### src/tcco_pkg.sv
package tcco_pkg;

  // Data and address widths of the register port
  localparam int DW = 16;
  localparam int AW = 4;

  // Register word addresses
  localparam logic [AW-1:0] A_CTL   = 4'h0;
  localparam logic [AW-1:0] A_CNT   = 4'h1;
  localparam logic [AW-1:0] A_CCTL0 = 4'h2;
  localparam logic [AW-1:0] A_CCR0  = 4'h5;

  // Timer control register field positions
  localparam int CTL_OVF  = 0;
  localparam int CTL_CLR  = 2;
  localparam int CTL_MODE = 4;
  localparam int CTL_DIV  = 6;

  // Reset values and the zero and one constants
  localparam logic [DW-1:0] CNT_RST = 16'h0000;
  localparam logic [DW-1:0] CCR_RST = 16'h0000;
  localparam logic [DW-1:0] ZERO    = 16'h0000;
  localparam logic [DW-1:0] ONE     = 16'h0001;
  localparam logic [2:0]    DIV_RST = 3'h0;

  // Count mode selector codes
  typedef enum logic [1:0] {
    MODE_STOP = 2'b00,
    MODE_UP   = 2'b01,
    MODE_CONT = 2'b10,
    MODE_UPDN = 2'b11
  } tcco_mode_t;

  // Count direction state
  typedef enum logic {
    DIR_UP = 1'b0,
    DIR_DN = 1'b1
  } tcco_dir_t;

  // Output unit modes
  typedef enum logic [2:0] {
    OM_OUT    = 3'b000,
    OM_SET    = 3'b001,
    OM_TGLRST = 3'b010,
    OM_SETRST = 3'b011,
    OM_TGL    = 3'b100,
    OM_RST    = 3'b101,
    OM_TGLSET = 3'b110,
    OM_RSTSET = 3'b111
  } tcco_outmode_t;

  // Capture edge selector codes
  typedef enum logic [1:0] {
    EDGE_NONE = 2'b00,
    EDGE_RISE = 2'b01,
    EDGE_FALL = 2'b10,
    EDGE_BOTH = 2'b11
  } tcco_edge_t;

  // Channel control word layout, msb first
  typedef struct packed {
    tcco_edge_t    edge_sel;
    logic [1:0]    in_sel;
    logic          sync_cap;
    logic          latched_input_level;
    logic          rsv_hi;
    logic          cap_mode;
    tcco_outmode_t out_mode;
    logic          rsv_lo;
    logic          input_level_bit;
    logic          sw_out;
    logic          cov;
    logic          flag;
  } tcco_cctl_t;

endpackage

### src/tcco_timer.sv
`timescale 1ns/10ps
module tcco_timer
  import tcco_pkg::*;
#(
  parameter int NCH = 3
) (
  input  wire logic           clk,      // 200 MHz clock
  input  wire logic           reset_n,  // Async reset, active low
  input  wire logic [AW-1:0]  addr,     // Register word address
  input  wire logic [DW-1:0]  wdata,    // Write data
  input  wire logic           wr,       // Write strobe
  input  wire logic           rd,       // Read strobe
  output logic      [DW-1:0]  rdata,    // Read data, next cycle
  input  wire logic [NCH-1:0] cap_a,    // Capture inputs a, pins
  input  wire logic [NCH-1:0] cap_b,    // Capture inputs b, pins
  output logic      [NCH-1:0] ch_out,   // Channel outputs
  output logic      [NCH-1:0] eq_pulse  // Equality pulses
);

  // Elaboration check on channel count
  if (NCH < 1 || NCH > 3) begin : g_chk
    $error("NCH must be 1 to 3");
  end

  // Control state
  tcco_mode_t       mode_r;
  logic [1:0]       div_sel_r;
  logic [2:0]       div_r;
  tcco_dir_t        dir_r;
  logic [DW-1:0]    cnt_r;
  logic             cnt_evt_r;
  logic             ovf_r;
  logic [DW-1:0]    rdata_r;
  logic [DW-1:0]    ccr_r [NCH];
  tcco_cctl_t       cctl_r [NCH];
  logic [NCH-1:0]   flag_r;
  logic [NCH-1:0]   cov_r;
  logic [NCH-1:0]   latched_input_level_r;
  logic [NCH-1:0]   out_r;
  logic [NCH-1:0]   lvl_w;
  logic [NCH-1:0]   cap_evt_w;
  logic [NCH-1:0]   eq_w;

  // Decode helpers
  logic             wr_ctl;
  logic             wr_cnt;
  logic             clr_w;
  logic             tick_w;
  logic [2:0]       div_mask;
  logic             ovf_set;
  logic [DW-1:0]    ccr0;
  tcco_cctl_t       wcctl_w;

  assign wr_ctl   = wr && (addr == A_CTL);
  assign wr_cnt   = wr && (addr == A_CNT);
  assign clr_w    = wr_ctl && wdata[CTL_CLR];
  assign ccr0     = ccr_r[0];
  assign wcctl_w  = tcco_cctl_t'(wdata);
  assign div_mask = 3'((4'h1 << div_sel_r) - 4'h1);

  // Timer clock enable from the divider
  assign tick_w = (mode_r != MODE_STOP) && ((div_r & div_mask) == div_mask);

  // Overflow event when the down count reaches zero
  assign ovf_set = tick_w && (mode_r == MODE_UPDN) && (dir_r == DIR_DN)
                   && (cnt_r == ONE) && !clr_w && !wr_cnt;

  // Timer control fields
  always_ff @(posedge clk or negedge reset_n) begin
    if (!reset_n) begin
      mode_r    <= MODE_STOP;
      div_sel_r <= 2'b00;
    end else if (wr_ctl) begin
      mode_r    <= tcco_mode_t'(wdata[CTL_MODE +: 2]);
      div_sel_r <= wdata[CTL_DIV +: 2];
    end
  end

  // Clock divider, cleared by the clear bit
  always_ff @(posedge clk or negedge reset_n) begin
    if (!reset_n) begin
      div_r <= DIV_RST;
    end else if (clr_w) begin
      div_r <= DIV_RST;
    end else if (mode_r != MODE_STOP) begin
      div_r <= div_r + 3'h1;
    end
  end

  // Overflow flag, a hardware set beats a software clear
  always_ff @(posedge clk or negedge reset_n) begin
    if (!reset_n) begin
      ovf_r <= 1'b0;
    end else if (ovf_set) begin
      ovf_r <= 1'b1;
    end else if (wr_ctl) begin
      ovf_r <= wdata[CTL_OVF];
    end
  end

  // Up/down counter with latched direction
  always_ff @(posedge clk or negedge reset_n) begin
    if (!reset_n) begin
      cnt_r <= CNT_RST;
      dir_r <= DIR_UP;
    end else if (clr_w) begin
      cnt_r <= CNT_RST;
      dir_r <= DIR_UP;
    end else if (wr_cnt) begin
      cnt_r <= wdata;
    end else if (tick_w && mode_r == MODE_UPDN) begin
      case (dir_r)
        DIR_UP: begin
          if (ccr0 == ZERO) begin
            cnt_r <= cnt_r;
          end else if (cnt_r >= ccr0) begin
            dir_r <= DIR_DN;
            cnt_r <= cnt_r - ONE;
          end else begin
            cnt_r <= cnt_r + ONE;
          end
        end
        DIR_DN: begin
          if (cnt_r == ZERO) begin
            dir_r <= DIR_UP;
            cnt_r <= (ccr0 == ZERO) ? ZERO : ONE;
          end else begin
            cnt_r <= cnt_r - ONE;
          end
        end
        default: begin
          dir_r <= DIR_UP;
        end
      endcase
    end
  end

  // Marks a count that came from counting, not from a write
  always_ff @(posedge clk or negedge reset_n) begin
    if (!reset_n) begin
      cnt_evt_r <= 1'b0;
    end else begin
      cnt_evt_r <= tick_w && (mode_r == MODE_UPDN) && !clr_w
                   && !wr_cnt && (ccr0 != ZERO);
    end
  end

  // Per-channel capture/compare logic
  for (genvar i = 0; i < NCH; i++) begin : g_ch
    logic [1:0] a_sync_r;
    logic [1:0] b_sync_r;
    logic       prev_r;
    logic       pend_r;
    logic       rdok_r;
    logic       edge_w;
    logic       wr_cctl;
    logic       wr_ccr;
    logic       rd_ccr;

    assign wr_cctl = wr && (addr == 4'(A_CCTL0 + i));
    assign wr_ccr  = wr && (addr == 4'(A_CCR0 + i));
    assign rd_ccr  = rd && (addr == 4'(A_CCR0 + i));

    // Two-flop synchronisers on the capture pins
    always_ff @(posedge clk or negedge reset_n) begin
      if (!reset_n) begin
        a_sync_r <= 2'b00;
        b_sync_r <= 2'b00;
      end else begin
        a_sync_r <= {a_sync_r[0], cap_a[i]};
        b_sync_r <= {b_sync_r[0], cap_b[i]};
      end
    end

    // Input selection, upper selector bit gives fixed levels
    always_comb begin
      if (cctl_r[i].in_sel[1]) begin
        lvl_w[i] = cctl_r[i].in_sel[0];
      end else if (cctl_r[i].in_sel[0]) begin
        lvl_w[i] = b_sync_r[1];
      end else begin
        lvl_w[i] = a_sync_r[1];
      end
    end

    // Previous sample for edge detection
    always_ff @(posedge clk or negedge reset_n) begin
      if (!reset_n) begin
        prev_r <= 1'b0;
      end else begin
        prev_r <= lvl_w[i];
      end
    end

    // Selected edge of the chosen input
    always_comb begin
      case (cctl_r[i].edge_sel)
        EDGE_RISE: edge_w = lvl_w[i] && !prev_r;
        EDGE_FALL: edge_w = !lvl_w[i] && prev_r;
        EDGE_BOTH: edge_w = lvl_w[i] != prev_r;
        default:   edge_w = 1'b0;
      endcase
    end

    // Edge held until the next timer tick when sync is on
    always_ff @(posedge clk or negedge reset_n) begin
      if (!reset_n) begin
        pend_r <= 1'b0;
      end else if (!cctl_r[i].cap_mode || !cctl_r[i].sync_cap) begin
        pend_r <= 1'b0;
      end else if (tick_w) begin
        pend_r <= 1'b0;
      end else if (edge_w) begin
        pend_r <= 1'b1;
      end
    end

    assign cap_evt_w[i] = cctl_r[i].cap_mode &&
      (cctl_r[i].sync_cap ? (tick_w && (pend_r || edge_w)) : edge_w);

    // Compare match only from counting, not gated by the channel mode
    assign eq_w[i] = cnt_evt_r && (cnt_r == ccr_r[i]);

    // Compare value: software write or capture, no buffering
    always_ff @(posedge clk or negedge reset_n) begin
      if (!reset_n) begin
        ccr_r[i] <= CCR_RST;
      end else if (cap_evt_w[i]) begin
        ccr_r[i] <= cnt_r;
      end else if (wr_ccr) begin
        ccr_r[i] <= wdata;
      end
    end

    // Software control fields of the channel
    always_ff @(posedge clk or negedge reset_n) begin
      if (!reset_n) begin
        cctl_r[i] <= '0;
      end else if (wr_cctl) begin
        cctl_r[i] <= tcco_cctl_t'(wdata);
      end
    end

    // Channel flag, hardware set wins over software clear
    always_ff @(posedge clk or negedge reset_n) begin
      if (!reset_n) begin
        flag_r[i] <= 1'b0;
      end else if (cap_evt_w[i]) begin
        flag_r[i] <= 1'b1;
      end else if (eq_w[i] && !cctl_r[i].cap_mode) begin
        flag_r[i] <= 1'b1;
      end else if (wr_cctl) begin
        flag_r[i] <= wcctl_w.flag;
      end
    end

    // Tracks whether the captured value has been read
    always_ff @(posedge clk or negedge reset_n) begin
      if (!reset_n) begin
        rdok_r <= 1'b1;
      end else if (cap_evt_w[i]) begin
        rdok_r <= 1'b0;
      end else if (rd_ccr) begin
        rdok_r <= 1'b1;
      end
    end

    // Capture overflow, cleared only by a software write
    always_ff @(posedge clk or negedge reset_n) begin
      if (!reset_n) begin
        cov_r[i] <= 1'b0;
      end else if (cap_evt_w[i] && !rdok_r) begin
        cov_r[i] <= 1'b1;
      end else if (wr_cctl) begin
        cov_r[i] <= wcctl_w.cov;
      end
    end

    // Input level latched at a compare match
    always_ff @(posedge clk or negedge reset_n) begin
      if (!reset_n) begin
        latched_input_level_r[i] <= 1'b0;
      end else if (eq_w[i] && !cctl_r[i].cap_mode) begin
        latched_input_level_r[i] <= lvl_w[i];
      end
    end

    // Output unit, updated on compare matches
    always_ff @(posedge clk or negedge reset_n) begin
      if (!reset_n) begin
        out_r[i] <= 1'b0;
      end else if (clr_w) begin
        out_r[i] <= 1'b0;
      end else if (!cctl_r[i].cap_mode) begin
        case (cctl_r[i].out_mode)
          OM_SET: begin
            if (eq_w[i]) out_r[i] <= 1'b1;
          end
          OM_TGLRST: begin
            if (eq_w[0]) out_r[i] <= 1'b0;
            else if (eq_w[i]) out_r[i] <= !out_r[i];
          end
          OM_SETRST: begin
            if (eq_w[0]) out_r[i] <= 1'b0;
            else if (eq_w[i]) out_r[i] <= 1'b1;
          end
          OM_TGL: begin
            if (eq_w[i]) out_r[i] <= !out_r[i];
          end
          OM_RST: begin
            if (eq_w[i]) out_r[i] <= 1'b0;
          end
          OM_TGLSET: begin
            if (eq_w[0]) out_r[i] <= 1'b1;
            else if (eq_w[i]) out_r[i] <= !out_r[i];
          end
          OM_RSTSET: begin
            if (eq_w[0]) out_r[i] <= 1'b1;
            else if (eq_w[i]) out_r[i] <= 1'b0;
          end
          default: begin
            out_r[i] <= cctl_r[i].sw_out;
          end
        endcase
      end
    end

    // Mode 0 follows the software bit at once
    assign ch_out[i] = (!cctl_r[i].cap_mode &&
                        cctl_r[i].out_mode == OM_OUT) ?
                       cctl_r[i].sw_out : out_r[i];
    assign eq_pulse[i] = eq_w[i] && !cctl_r[i].cap_mode;
  end

  // Read multiplexer, data registered for the next cycle
  always_ff @(posedge clk or negedge reset_n) begin
    if (!reset_n) begin
      rdata_r <= ZERO;
    end else if (rd) begin
      rdata_r <= ZERO;
      if (addr == A_CTL) begin
        rdata_r[CTL_OVF]       <= ovf_r;
        rdata_r[CTL_MODE +: 2] <= mode_r;
        rdata_r[CTL_DIV +: 2]  <= div_sel_r;
      end else if (addr == A_CNT) begin
        rdata_r <= cnt_r;
      end
      for (int k = 0; k < NCH; k++) begin
        if (addr == 4'(A_CCTL0 + k)) begin
          rdata_r <= {cctl_r[k].edge_sel, cctl_r[k].in_sel,
                      cctl_r[k].sync_cap, latched_input_level_r[k], 1'b0,
                      cctl_r[k].cap_mode, cctl_r[k].out_mode, 1'b0,
                      lvl_w[k], cctl_r[k].sw_out, cov_r[k],
                      flag_r[k]};
        end
        if (addr == 4'(A_CCR0 + k)) begin
          rdata_r <= ccr_r[k];
        end
      end
    end else begin
      rdata_r <= ZERO;
    end
  end

  assign rdata = rdata_r;

endmodule

### config.mk
export PLATFORM = sky130hd
export DESIGN_NAME = tcco_timer
export DESIGN_NICKNAME = d
export VERILOG_FILES = /design/src/tcco_pkg.sv /design/src/tcco_timer.sv
export SDC_FILE = /design/constraint.sdc
export NUM_CORES = 1
export LEC_CHECK = 0
export ABC_CLOCK_PERIOD_IN_PS = 7200
export BUFFER_PORTS_ARGS = -buffer_cell sky130_fd_sc_hd__buf_2
export CAP_MARGIN = 20
export CELL_PAD_IN_SITES_DETAIL_PLACEMENT = 1
export CELL_PAD_IN_SITES_GLOBAL_PLACEMENT = 2
export CORE_AREA = 4 4 174 210
export CTS_CLUSTER_DIAMETER = 200
export DETAILED_ROUTE_END_ITERATION = 12
export DIE_AREA = 0 0 178 214
export GPL_TIMING_DRIVEN = 0
export PLACE_DENSITY = 0.68
export SLEW_MARGIN = 20
export SYNTH_ARGS = -nofsm -noshare
export SYNTH_HDL_FRONTEND = slang
export SYNTH_SLANG_ARGS = --single-unit
### constraint.sdc
create_clock -name clk -period 7.2 [get_ports clk]
set_clock_uncertainty 0.15 [all_clocks]
set_input_delay 0.36 -clock clk [delete_from_list [all_inputs] [get_ports clk]]
set_output_delay 0.36 -clock clk [all_outputs]
set_load 0.01 [all_outputs]
==> impl_results.md <==
- Slew Limit Fails: 0
- Global-route wire length before repair: between 50000 and 60000 um
- Core Region: 34630 um^2
- Cell taking the most area after synthesis: dfrtp_1
- Drt initial violations: 452
- Initial Util: about a quarter
- Clock latency on the worst-skew pair: 0.46 ns
- Worst setup path class: register to primary output
- CP Capture Type: primary output
- Comb pwr share: a little over a third
- R2R Setup Slk: roughly 3.8 ns
- Count leader, synth: dfrtp_1
- WL/cell: 23.55 um
- Worst-path fanout max: 10
- Mapped cell area: 9195 um^2
- Netlist cell types: 68
- R2R Path Start: cctl_r[45]
- NetSw: 1388 uW
- Layout cell share with drive strength beyond 1: 20.22%
- Yosys reg bits: 153
- Cts repair resizes: 0
- Primary FF master, synth: dfrtp_1
- Horiz. Die Dim: roughly 180 um
- Pint: 2274 uW
- Total gr overflow: 0
- Final worst path period need: 3.699 ns
- Die area: 38090 um^2
- Nets: approximately 1100
- Crit share post-route: between 50% and 60%
- Sum of negative setup slack: 0 ns
- CTS tree: built
- Net Sw Frac: between 30% and 40%
- IO Count: 52
- Postcts setup bufs: 0
- Largest net degree at the start of global routing: 83
- Final hold violation count: 0
- Arrival @ worst endpoint: 3.19 ns
- Reg2reg path depth: 12
- CTS root buffer: clkbuf_16
- DR vias: ~7600
- Post-synth ARST share: 100.0%
- Pleak: 0.004652 uW
- Worst-Margin Slew: ~0.88 ns
- WP data required: 6.69 ns
- Gr usage total: 18.58%
- Peak VDD IR: 0.2030 mV
- Area grow syn2layout: 16.48%
- Max-slew headroom: 41.29%
- Port bufs: 46
- Max-Cap Viols: 0
- Site row count: 75
- GP Congestion: ~0.85
- Total wire length: 34660 um
- Clock slew at the register clock pins of the worst setup and hold paths: 0.07 ns
- Commonest cells in the netlist: dfrtp_1 (150), mux2_2 (93), o21ai_0 (76)
- Vias in the first global route: 8212
- Clock Power Share: 25.8%
- Height of the die: roughly 210 um
- CP endpoint: eq_pulse[1]
- Number of nets with antenna violations after routing: 0
- Clock Sinks: between 150 and 200
- Synth Warn #: 0
- Post-synth top area share: 40.82%
- Hold crit path type: input port to register
- Syn Nets: 985
- Synth top area cells: dfrtp_1 (41%), mux2_2 (11%), mux2i_1 (6.1%), ha_1 (4.2%), o21ai_0 (4.1%)
- Hold slack final: approximately 0.11 ns
- H-tree levels: 4
- DRC Markers: 0
- Vias/cell: 5.183
- DPL Wire Length: between 20000 and 30000 um
- Inserted Clock Buffers: 17
- R2r endpoint: ccr0[6]
- Max Root-Sink Buffers: 2
- Setup violations, final: 0
- Initial antenna violation count: 1
- First-pass DRT Iterations: 5
- Seq/Total Area, Yosys: 41.68%
- FMAX: 0.2704 GHz
- Synthesized instance count: 924
- Number of synthesized flops with an enable pin: 0
- Reg power frac: 38.1%
- Post-Synthesis Mean Instance Area: 9.951 um^2
- Crit. Startpoint: cnt_r[6]
- RSZ-0062 raised after global routing: no
- PD cells: 341.8 nW/um^2
- Startpoint Class: register
- Outcome: finished clean
==> kinds of logic (layout without fill, tap and decap cells) <==
kind of cell,count (synthesis),count (layout),synth area share [%]
xor+xnor,36,36,3.429
buf+inv,91,176,4.014
other cells,0,1,0
compound gates,207,207,14.60
fa+ha+maj,31,31,4.218
mux,149,149,17.49
flops,153,153,41.68
simple gates,257,257,14.57
==> critical path, cell delays in order (launching register included) <==
cell      delay [ns]
dfrtp_1         0.41
clkbuf_1        0.49
xnor2_1         0.26
nand4_1         0.15
nor4_1          0.46
nand3_1         0.30
nor2_1          0.44
buf_2           0.22
==> stage by stage <==
step | power, uW | util (%) | instance area, um^2 | setup slack [ns] | std cells
global route | 3885 | 30.93 | 10710 | 3.417 | 1472
finish | 3661 | 30.93 | 10710 | 3.502 | 1472
CTS | 3686 | 30.92 | 10710 | 3.494 | 1471
floorplan | 2246 | - | 9195 | 4.610 | 924
detailed placement | 2729 | 29.00 | 10040 | 3.717 | 1433
global placement | 2680 | 28.89 | 10000 | 2.989 | 1432
==> cell usage in the layout (no fill, tap or decap), types with 4 or more instances in the layout <==
master         Yosys  layout
a211oi_1           6       6
a21boi_0           5       5
a21o_1             4       4
a21oi_1           37      37
a221oi_1           9       9
a22o_1             7       7
a22oi_1           16      16
and2_1            10      10
and3_1            11      11
buf_1              4       4
buf_2             13      58
clkbuf_1          38      41
clkbuf_16          0      17
clkinv_2           0       4
dfrtp_1          150     150
dlygate4sd3_1      0       7
ha_1              31      31
inv_1             33      33
mux2_2            93      93
mux2i_1           56      56
nand2_1           71      71
nand2b_1          12      12
nand3_1           22      22
nand4_1           10      10
nor2_1            62      62
nor2b_1            7       7
nor3_1             8       8
nor4_1            11      11
o211ai_1           5       5
o21ai_0           76      76
o221ai_1           4       4
o22ai_1            8       8
o311ai_0           5       5
or3_1              8       8
xnor2_1           34      34
==> power groups by stage <==
stage / registers [uW] / logic [uW] / clock network [uW]
after floorplan: 1300 / 941 / 0
after global placement: 1400 / 1280 / 0
after detailed placement: 1410 / 1320 / 0
after CTS: 1390 / 1330 / 961
after global routing: 1430 / 1460 / 996
final: 1390 / 1320 / 943
==> metal layers <==
| metal | wire, um | up-vias | track usage [%] | part of all wire (%) |
|---|---|---|---|---|
| li1 | - | 3508 | - | - |
| met1 | 14760 | 3954 | 22.41 | 43 |
| met2 | 18160 | 120 | 33.32 | 52 |
| met3 | 688 | 48 | 2.418 | 2.0 |
| met4 | 1060 | 0 | 7.016 | 3.1 |
| met5 | 0 | - | 0 | 0 |
==> what timing repair did <==
action / in CTS / in global routing
endpoints found under the setup margin: 0 / 0
hold buffers: 7 / 0
endpoints found under the hold margin: 76 / 0
==> how the worst min path moves through the flow <==
stage                             start                  end  slack (ns)  depth (start not counted)
finish                        wdata[10]            cnt_r[10]        0.11                          3
global route                   wdata[4]            mode_r[0]        0.11                          2
CTS                           wdata[10]            cnt_r[10]        0.11                          3
detailed placement  g_ch[0].a_sync_r[0]  g_ch[0].a_sync_r[1]        0.19                          0
global placement    g_ch[0].a_sync_r[0]  g_ch[0].a_sync_r[1]        0.18                          0
floorplan                       reset_n              ccr0[0]       -0.09                          0
==> registers in the layout (all words and copies together) (netlist names), 6 cells and up <==
name / cells
g_ch.b_sync_r: 6
cctl_r: 30
ccr_r: 32
g_ch.a_sync_r: 6
cnt_r: 16
rdata: 16
ccr0: 16
==> final cells by class <==
| class | count | area, um^2 |
|---|---|---|
| antenna | 1 | 2.502 |
| buffer | 57 | 241.5 |
| clock buffer | 23 | 478.0 |
| clock inverter | 8 | 118.9 |
| fill | 3885 | 23920 |
| inverter | 34 | 127.6 |
| multi-input combinational | 680 | 4994 |
| sequential | 153 | 3832 |
| tap | 462 | 578.1 |
| timing repair buffer | 54 | 337.8 |
Power figures use the tool's default switching activity.
